===== src/verilog/rssc_regs.svh =====
// Constants for the reset, startup and strap control block.
// Assumes inclusion by bare name from design files; definitions only.
`ifndef RSSC_REGS_SVH
`define RSSC_REGS_SVH

// ----------------------------------------------------------------
// Register offsets (byte addresses, one word each)
// ----------------------------------------------------------------
`define RSSC_OFF_PLL_CTRL     8'h00
`define RSSC_OFF_STATUS       8'h04
`define RSSC_OFF_VECTOR       8'h08

// ----------------------------------------------------------------
// Field positions
// ----------------------------------------------------------------
`define RSSC_PLL_MUL_LSB      0
`define RSSC_PLL_MUL_W        6
`define RSSC_PLL_DIV_LSB      8
`define RSSC_PLL_DIV_W        2
`define RSSC_ST_RATIO_LSB     0
`define RSSC_ST_BOOT_LSB      2
`define RSSC_ST_RUN_BIT       4
`define RSSC_ST_LOCK_BIT      5
`define RSSC_ST_RSVD_BIT      6

// ----------------------------------------------------------------
// Strap codes
// ----------------------------------------------------------------
`define RSSC_RATIO_CODE_3     2'h0
`define RSSC_RATIO_CODE_16    2'h1
`define RSSC_RATIO_CODE_8     2'h2
`define RSSC_RATIO_VAL_3      6'h03
`define RSSC_RATIO_VAL_16     6'h10
`define RSSC_RATIO_VAL_8      6'h08

// ----------------------------------------------------------------
// Reset values and timing
// ----------------------------------------------------------------
`define RSSC_PLL_DIV_RST      2'h0
`define RSSC_RESET_VECTOR     32'h0009_0000
`define RSSC_LOCK_CYCLES      4096
`define RSSC_REF_DIV          4

`endif


===== src/verilog/rssc_pkg.sv =====
// Types for the reset, startup and strap control block.
// Assumes rssc_regs.svh supplies all numbers.
package rssc_pkg;

	// Startup sequence states
	typedef enum logic [1:0] {
		RSSC_ST_RESET = 2'b00,
		RSSC_ST_LOCK  = 2'b01,
		RSSC_ST_RUN   = 2'b10
	} rssc_state_t;

	// Boot source decoded from its strap
	typedef enum logic [1:0] {
		RSSC_BOOT_SPI_SLAVE  = 2'b00,
		RSSC_BOOT_SPI_MASTER = 2'b01,
		RSSC_BOOT_PARALLEL   = 2'b10,
		RSSC_BOOT_RESERVED   = 2'b11
	} rssc_boot_t;

endpackage


===== src/verilog/rssc_ref_tick.sv =====
// Divider giving a one-cycle pulse per reference clock period.
// Assumes one core clock; the reference rate is a fixed fraction of it.
`timescale 1ns/1ps
`include "rssc_regs.svh"

module rssc_ref_tick #(
	parameter int DIV = `RSSC_REF_DIV
) (
	input  wire logic i_core_clk,
	input  wire logic i_rst_n,
	input  wire logic i_run,
	output logic      o_tick
);
	typedef struct packed {
		logic [15:0] cnt;
		logic        tick;
	} rssc_tick_t;

	rssc_tick_t st;
	rssc_tick_t next_st;

	// Count down, pulse at wrap
	always_comb begin
		next_st = st;
		next_st.tick = 1'b0;
		if (!i_run) begin
			next_st.cnt = 16'(DIV - 1);
		end else if (st.cnt == 16'h0000) begin
			next_st.cnt = 16'(DIV - 1);
			next_st.tick = 1'b1;
		end else begin
			next_st.cnt = st.cnt - 16'h0001;
		end
	end

	always_ff @(posedge i_core_clk) begin
		if (!i_rst_n) begin
			st <= '0;
		end else begin
			st <= next_st;
		end
	end

	assign o_tick = st.tick;
endmodule


===== src/verilog/rssc_lock_timer.sv =====
// Counter of reference clock ticks for the PLL lock interval.
// Assumes ticks are one-cycle pulses; clear restarts it.
`timescale 1ns/1ps
`include "rssc_regs.svh"

module rssc_lock_timer #(
	parameter int LOCK_CYCLES = `RSSC_LOCK_CYCLES
) (
	input  wire logic i_core_clk,
	input  wire logic i_rst_n,
	input  wire logic i_clear,
	input  wire logic i_tick,
	output logic      o_done
);
	typedef struct packed {
		logic [15:0] cnt;
		logic        done;
	} rssc_lock_t;

	rssc_lock_t st;
	rssc_lock_t next_st;

	// Saturating count; done stays until cleared
	always_comb begin
		next_st = st;
		if (i_clear) begin
			next_st = '0;
		end else if (i_tick && !st.done) begin
			if (st.cnt == 16'(LOCK_CYCLES - 1)) begin
				next_st.done = 1'b1;
			end else begin
				next_st.cnt = st.cnt + 16'h0001;
			end
		end
	end

	always_ff @(posedge i_core_clk) begin
		if (!i_rst_n) begin
			st <= '0;
		end else begin
			st <= next_st;
		end
	end

	assign o_done = st.done;
endmodule


===== src/verilog/rssc_top.sv =====
// Startup control: strap capture, PLL lock wait, core release, reset out.
// Assumes straps, reset and bus signals synchronous to i_core_clk.
`timescale 1ns/1ps
`include "rssc_regs.svh"

// Notes on behaviour
// - The captured clock strap sets the startup ratio: 00 is 3, 01 is 16, 10 is 8, 11 is reserved.
// - After the core leaves reset software may rewrite the PLL multiplier and divider at any time.
// - The internal core reset is driven out on a dedicated output pin.
// - After reset release the block waits 4096 reference clock cycles for PLL lock.
// - When the lock interval ends the core starts fetching at the fixed reset vector.
// - The boot strap selects SPI slave, SPI master, parallel EPROM boot or reserved.
// - In SPI master boot the serial clock and master data out are driven during reset.
module rssc_top #(
	parameter int LOCK_CYCLES = `RSSC_LOCK_CYCLES,
	parameter int REF_DIV     = `RSSC_REF_DIV
) (
	input  wire logic        i_core_clk,
	input  wire logic        i_rst_n,
	input  wire logic [1:0]  i_core_ratio_strap,
	input  wire logic [1:0]  i_boot_source_strap,
	input  wire logic [7:0]  i_addr,
	input  wire logic [31:0] i_wdata,
	input  wire logic        i_wr,
	input  wire logic        i_rd,
	output logic [31:0]      o_rdata,
	output logic             o_core_reset_output_n,
	output logic             o_core_run,
	output logic [31:0]      o_fetch_addr,
	output logic             o_fetch_start,
	output logic [5:0]       o_pll_mul,
	output logic [1:0]       o_pll_div,
	output logic             o_pll_update,
	output logic [1:0]       o_boot_mode,
	output logic             o_strap_reserved,
	output logic             o_serial_shift_clock_pin_o,
	output logic             o_serial_shift_clock_pin_oe,
	output logic             o_master_data_pin_o,
	output logic             o_master_data_pin_oe
);
	// ----------------------------------------------------------------
	// State
	// ----------------------------------------------------------------
	typedef struct packed {
		rssc_pkg::rssc_state_t fsm;
		logic                  caught;
		logic [1:0]            ratio_code;
		logic [1:0]            boot_code;
		logic [5:0]            pll_mul;
		logic [1:0]            pll_div;
		logic                  pll_update;
		logic                  fetch_start;
		logic [31:0]           rdata;
	} rssc_top_st_t;

	rssc_top_st_t st;
	rssc_top_st_t next_st;

	logic ref_tick;
	logic lock_done;
	logic lock_clear;
	logic spi_master;

	// ----------------------------------------------------------------
	// Reference clock tick and lock timer
	// ----------------------------------------------------------------
	// Ticks only run while locking, so the interval starts cleanly
	rssc_ref_tick #(
		.DIV (REF_DIV)
	) u_tick (
		.i_core_clk (i_core_clk),
		.i_rst_n    (i_rst_n),
		.i_run      (st.fsm == rssc_pkg::RSSC_ST_LOCK),
		.o_tick     (ref_tick)
	);

	// Cleared only while in reset, so the lock flag stays readable once running
	assign lock_clear = (st.fsm == rssc_pkg::RSSC_ST_RESET);

	rssc_lock_timer #(
		.LOCK_CYCLES (LOCK_CYCLES)
	) u_lock (
		.i_core_clk (i_core_clk),
		.i_rst_n    (i_rst_n),
		.i_clear    (lock_clear),
		.i_tick     (ref_tick),
		.o_done     (lock_done)
	);

	// ----------------------------------------------------------------
	// Strap decode
	// ----------------------------------------------------------------
	// Startup multiplier from captured ratio strap
	function automatic logic [5:0] ratio_of(input logic [1:0] code);
		logic [5:0] v;
		v = `RSSC_RATIO_VAL_3;
		unique case (code)
			`RSSC_RATIO_CODE_3:  v = `RSSC_RATIO_VAL_3;
			`RSSC_RATIO_CODE_16: v = `RSSC_RATIO_VAL_16;
			`RSSC_RATIO_CODE_8:  v = `RSSC_RATIO_VAL_8;
			default:             v = `RSSC_RATIO_VAL_3;  // Reserved: safest slow ratio
		endcase
		return v;
	endfunction

	// ----------------------------------------------------------------
	// Sequencer and register file
	// ----------------------------------------------------------------
	// Straps are sampled in the first cycle out of reset, not under reset
	always_comb begin
		next_st = st;
		next_st.pll_update = 1'b0;
		next_st.fetch_start = 1'b0;
		next_st.rdata = 32'h0000_0000;
		unique case (st.fsm)
			rssc_pkg::RSSC_ST_RESET: begin
				next_st.ratio_code = i_core_ratio_strap;
				next_st.boot_code = i_boot_source_strap;
				next_st.pll_mul = ratio_of(i_core_ratio_strap);
				next_st.pll_div = `RSSC_PLL_DIV_RST;
				next_st.pll_update = 1'b1;
				next_st.caught = 1'b1;
				next_st.fsm = rssc_pkg::RSSC_ST_LOCK;
			end
			rssc_pkg::RSSC_ST_LOCK: begin
				if (lock_done) begin
					next_st.fsm = rssc_pkg::RSSC_ST_RUN;
					next_st.fetch_start = 1'b1;
				end
			end
			rssc_pkg::RSSC_ST_RUN: begin
				// PLL settings are only writable once running
				if (i_wr && i_addr == `RSSC_OFF_PLL_CTRL) begin
					next_st.pll_mul = i_wdata[`RSSC_PLL_MUL_LSB +: `RSSC_PLL_MUL_W];
					next_st.pll_div = i_wdata[`RSSC_PLL_DIV_LSB +: `RSSC_PLL_DIV_W];
					next_st.pll_update = 1'b1;
				end
			end
			default: begin
				next_st.fsm = rssc_pkg::RSSC_ST_RESET;
			end
		endcase
		// Reads: unmapped addresses answer zero
		if (i_rd) begin
			unique case (i_addr)
				`RSSC_OFF_PLL_CTRL: begin
					next_st.rdata[`RSSC_PLL_MUL_LSB +: `RSSC_PLL_MUL_W] = st.pll_mul;
					next_st.rdata[`RSSC_PLL_DIV_LSB +: `RSSC_PLL_DIV_W] = st.pll_div;
				end
				`RSSC_OFF_STATUS: begin
					next_st.rdata[`RSSC_ST_RATIO_LSB +: 2] = st.ratio_code;
					next_st.rdata[`RSSC_ST_BOOT_LSB +: 2] = st.boot_code;
					next_st.rdata[`RSSC_ST_RUN_BIT] = (st.fsm == rssc_pkg::RSSC_ST_RUN);
					next_st.rdata[`RSSC_ST_LOCK_BIT] = lock_done;
					next_st.rdata[`RSSC_ST_RSVD_BIT] = o_strap_reserved;
				end
				`RSSC_OFF_VECTOR: begin
					next_st.rdata = `RSSC_RESET_VECTOR;
				end
				default: begin
					next_st.rdata = 32'h0000_0000;
				end
			endcase
		end
	end

	always_ff @(posedge i_core_clk) begin
		if (!i_rst_n) begin
			st <= '0;
		end else begin
			st <= next_st;
		end
	end

	// ----------------------------------------------------------------
	// Outputs
	// ----------------------------------------------------------------
	// Core reset follows the sequencer so devices leave reset with the core
	assign o_core_reset_output_n = (st.fsm == rssc_pkg::RSSC_ST_RUN);
	assign o_core_run = (st.fsm == rssc_pkg::RSSC_ST_RUN);
	assign o_fetch_addr = `RSSC_RESET_VECTOR;
	assign o_fetch_start = st.fetch_start;
	assign o_pll_mul = st.pll_mul;
	assign o_pll_div = st.pll_div;
	assign o_pll_update = st.pll_update;
	assign o_rdata = st.rdata;
	assign o_boot_mode = st.boot_code;
	assign o_strap_reserved = st.caught && ((st.ratio_code == 2'h3) || (st.boot_code == 2'h3));

	// Master boot: live strap during reset, captured strap afterwards
	assign spi_master = st.caught ? (st.boot_code == rssc_pkg::RSSC_BOOT_SPI_MASTER)
	                              : (i_boot_source_strap == rssc_pkg::RSSC_BOOT_SPI_MASTER);
	// Idle levels: clock high, data low; held only until boot logic takes over
	assign o_serial_shift_clock_pin_o = 1'b1;
	assign o_serial_shift_clock_pin_oe = spi_master && !o_core_run;
	assign o_master_data_pin_o = 1'b0;
	assign o_master_data_pin_oe = spi_master && !o_core_run;
endmodule


===== config.mk =====
export PLATFORM = sky130hd
export DESIGN_NAME = rssc_top
export DESIGN_NICKNAME = d
export VERILOG_FILES = /design/src/verilog/rssc_pkg.sv /design/src/verilog/rssc_ref_tick.sv /design/src/verilog/rssc_lock_timer.sv /design/src/verilog/rssc_top.sv
export VERILOG_INCLUDE_DIRS = /design/src /design/src/verilog
export SDC_FILE = /design/constraint.sdc
export NUM_CORES = 1
export LEC_CHECK = 0
export BUFFER_PORTS_ARGS = -buffer_cell sky130_fd_sc_hd__buf_2
export CAP_MARGIN = 20
export CORE_MARGIN = 10
export CORE_UTILIZATION = 39
export DETAILED_ROUTE_END_ITERATION = 8
export PLACE_DENSITY = 0.67
export SYNTH_ARGS = -nofsm -noshare
export SYNTH_HDL_FRONTEND = slang
export SYNTH_SLANG_ARGS = --single-unit

===== constraint.sdc =====
create_clock -name i_core_clk -period 2.25 [get_ports i_core_clk]
set_input_delay 0.225 -clock i_core_clk [delete_from_list [all_inputs] [get_ports i_core_clk]]
set_output_delay 0.225 -clock i_core_clk [all_outputs]
set_load 0.05 [all_outputs]

==> impl_metrics.csv <==
group,metric,value,unit
min_path,min_from,"i_addr[2]",
detailed_routing,wl_per_cell,13.4,µm
synth,synth_edf_count,0,
synth,ys_seq_area_share,38.1,%
floorplan,row_count,33,
synth,yosysWarnings,0,
placed_design,portBuffers,51,
critical_path,r2r-start,"u_tick.st[1]$_SDFF_PN0_",
clock_network,post-cts-setup-buffers,0,
cells_and_area,antenna_cells,0,
clock_network,clk_pin_slew,0.08,ns
clock_network,htreeDepth,3,
floorplan,boundaryPins,131,
synth,netlist_instances,367,
synth,syn-cell-area,3210,µm²
grt,antenna_found_initial,0,
timing,clock_skew,0.0127,ns
clock_network,cts_sinks,61,
timing,hold_viol,0,
critical_path,critPathLaunchType,"flop",
floorplan,dieArea,12300,µm²
power,vdd_drop_max,0.000329,V
timing,fin_crit_sh,84.3,%
grt,grt_max_degree,16,
cells_and_area,layout.nets,450,
critical_path,required,2.46,ns
timing,max_freq,0.527,GHz
clock_network,clock_tree.buffer_depth,2,
placed_design,place_inst,492,
timing,worst_slack,0.353,ns
floorplan,die_x,111,µm
floorplan,dieHeight,111,µm
run_status,status,"completed",
power,p_per_area,756,nW/µm²
clock_network,cts_root_buffer,"clkbuf_8",
synth,synth_flop_cell,"dfxtp_1",
detailed_routing,ant_nets,0,
power,p_leak,1.45,nW
timing,rsz0062_at_grt,"false",
grt,overflow,0,
critical_path,worst_r2r_path_depth,7,
critical_path,crit_type,"flop to flop",
clock_network,hold_buffers,0,
synth,synth.largest_area_cell,"dfxtp_1",
grt,track_usage,10.8,%
timing,whs,0.0922,ns
min_path,hold_depth,2,
timing,setup_viol_count_final,0,
synth,async_flop_share,0,%
cells_and_area,synthToLayoutAreaGrowth,4.80,%
floorplan,initial_core_util,39.6,%
clock_network,tritoncts,"yes",
critical_path,rrSetupSlack,0.35,ns
placed_design,place_congestion,0.784,
cells_and_area,layout-drive-gt1-share,20.1,%
timing,period_needed,1.90,ns
min_path,hold_end,"o_rdata[16]$_SDFF_PN0_",
detailed_routing,drt-initial-drc-count,95,
critical_path,endpoint_kind,"flop",
detailed_routing,drtPass1Iterations,4,
timing,drv_slew,0,
synth,synth_top_area_share,38.1,%
synth,syn_area_per_cell,8.74,µm²
synth,yosys_register_bits,61,
critical_path,arrival,2.11,ns
placed_design,dp_hpwl,5230,µm
synth,synthTopCellsByCount,"78 x buf_4, 61 x dfxtp_1, 26 x a21oi_1, 26 x nand2_1, 24 x nor2_1",
clock_network,clk_latency,0.34,ns
detailed_routing,drt_wl_total,6790,µm
min_path,holdCritPathClass,"primary input to flop",
detailed_routing,dr_total_vias,2442,
clock_network,cts_resized,0,
detailed_routing,drc_errors,0,
synth,yosysMostFrequentCell,"buf_4",
floorplan,coreArea,8090,µm²
timing,worst_slew_pin_slew,0.579,ns
cells_and_area,stdcell_count,508,
synth,synthTopCellsByArea,"dfxtp_1 38%, buf_4 18%, a21oi_1 4.1%",
critical_path,r2r-end,"u_tick.st[14]$_SDFF_PP0_",
grt,grt_pass1_wl,11400,µm
clock_network,cts_buffers,9,
critical_path,critPathMaxFanout,14,
placed_design,dp_slack,0.373,ns
run,maxCapViolCount,0,
cells_and_area,n_fill_cell,856,
grt,grt_pass1_vias,2453,
synth,synth_cell_types,52,
detailed_routing,viasPerCell,4.81,
timing,relSlewSlack,61.2,%
timing,setup_tns,0,ns
-- worst max-delay path: stages (launching register included) --
cell and delay, ns:
dfxtp_1 0.34, inv_1 0.09, ha_1 0.21, nor2b_1 0.34, nand4_1 0.23, o311ai_2 0.27, buf_4 0.24, a21oi_1 0.06
-- through the flow --
step / total power [W] / cell area (µm²) / util [%]
final: 0.00254 / 3360 / 41.5
after global routing: 0.00267 / 3360 / 41.5
after CTS: 0.00257 / 3360 / 41.5
after detailed placement: 0.00170 / 3190 / 39.4
after global placement: 0.00170 / 3190 / 39.4
after floorplan: 0.00170 / 3410 / -
-- where the power goes --
part	total [W]	internal, W	switching [W]
logic	0.000519	0.000121	0.000398
registers	0.00117	0.00112	0.0000424
clock network	0.000857	0.000402	0.000455
-- cell usage in the layout (no fill, tap or decap), types with 3 or more instances in the layout --
cell type	count
nor2b_1	4
o21ai_1	5
and4_1	5
nand2_1	26
buf_2	51
or3_1	9
clkbuf_8	9
nor2_1	24
nand3_1	19
nand4_1	11
nor4_1	3
xor2_1	10
and2_1	4
a22o_1	6
dfxtp_1	61
nor3_1	3
inv_1	6
conb_1	55
a22oi_1	3
o21a_1	3
a21oi_1	26
ha_1	4
o21ai_0	6
-- state kept, by name, indices dropped and copies added (netlist names) --
register	cells
o_pll_mul	6
o_boot_mode	2
u_lock.o_done	1
o_fetch_start	1
st	5
u_lock.st	16
u_tick.o_tick	1
o_pll_div	2
u_tick.st	16
o_pll_update	1
o_rdata	10
-- per-layer routing --
metal / track usage, % / share of wire, %
met1: 11.8 / 43
met2: 18.6 / 50
met3: 4.06 / 5.8
met4: 3.65 / 0.90
met5: 0 / 0
-- area by class of cell --
class	instances	area, µm²	area share [%]
clock buffers	9	124	3.69
clock inverters	7	51.3	1.53
inverters	6	22.5	0.670
multi-input cells	267	1540	45.8
flip-flops and latches	61	1220	36.3
well taps	105	131	3.91
repair buffers	53	270	8.04
-- worst max-delay path by stage --
stage,start,endpoint,slack [ns],cells past startpoint
after floorplan,st[46]$_SDFFE_PN0P_,o_serial_shift_clock_pin_oe,0.11,3
after global placement,u_tick.st[1]$_SDFF_PN0_,u_tick.st[4]$_SDFF_PP0_,0.39,7
after detailed placement,u_tick.st[1]$_SDFF_PN0_,u_tick.st[3]$_SDFF_PP0_,0.37,7
after CTS,u_tick.st[1]$_SDFF_PN0_,u_tick.st[14]$_SDFF_PP0_,0.34,7
after global routing,u_tick.st[1]$_SDFF_PN0_,u_tick.st[14]$_SDFF_PP0_,0.19,7
final,u_tick.st[1]$_SDFF_PN0_,u_tick.st[14]$_SDFF_PP0_,0.35,7
-- kinds of logic (layout without fill, tap and decap cells) --
family	count (synthesis)	after routing	share of synthesized area (%)
simple gates	133	133	23.8
buf+inv	92	75	20.2
compound gates	62	62	12.6
flops	61	61	38.1
xor+xnor	12	12	3.28
fa+ha+maj	4	4	1.56
other cells	2	55	0.234
mux	1	1	0.312
Power figures use the tool's default switching activity.
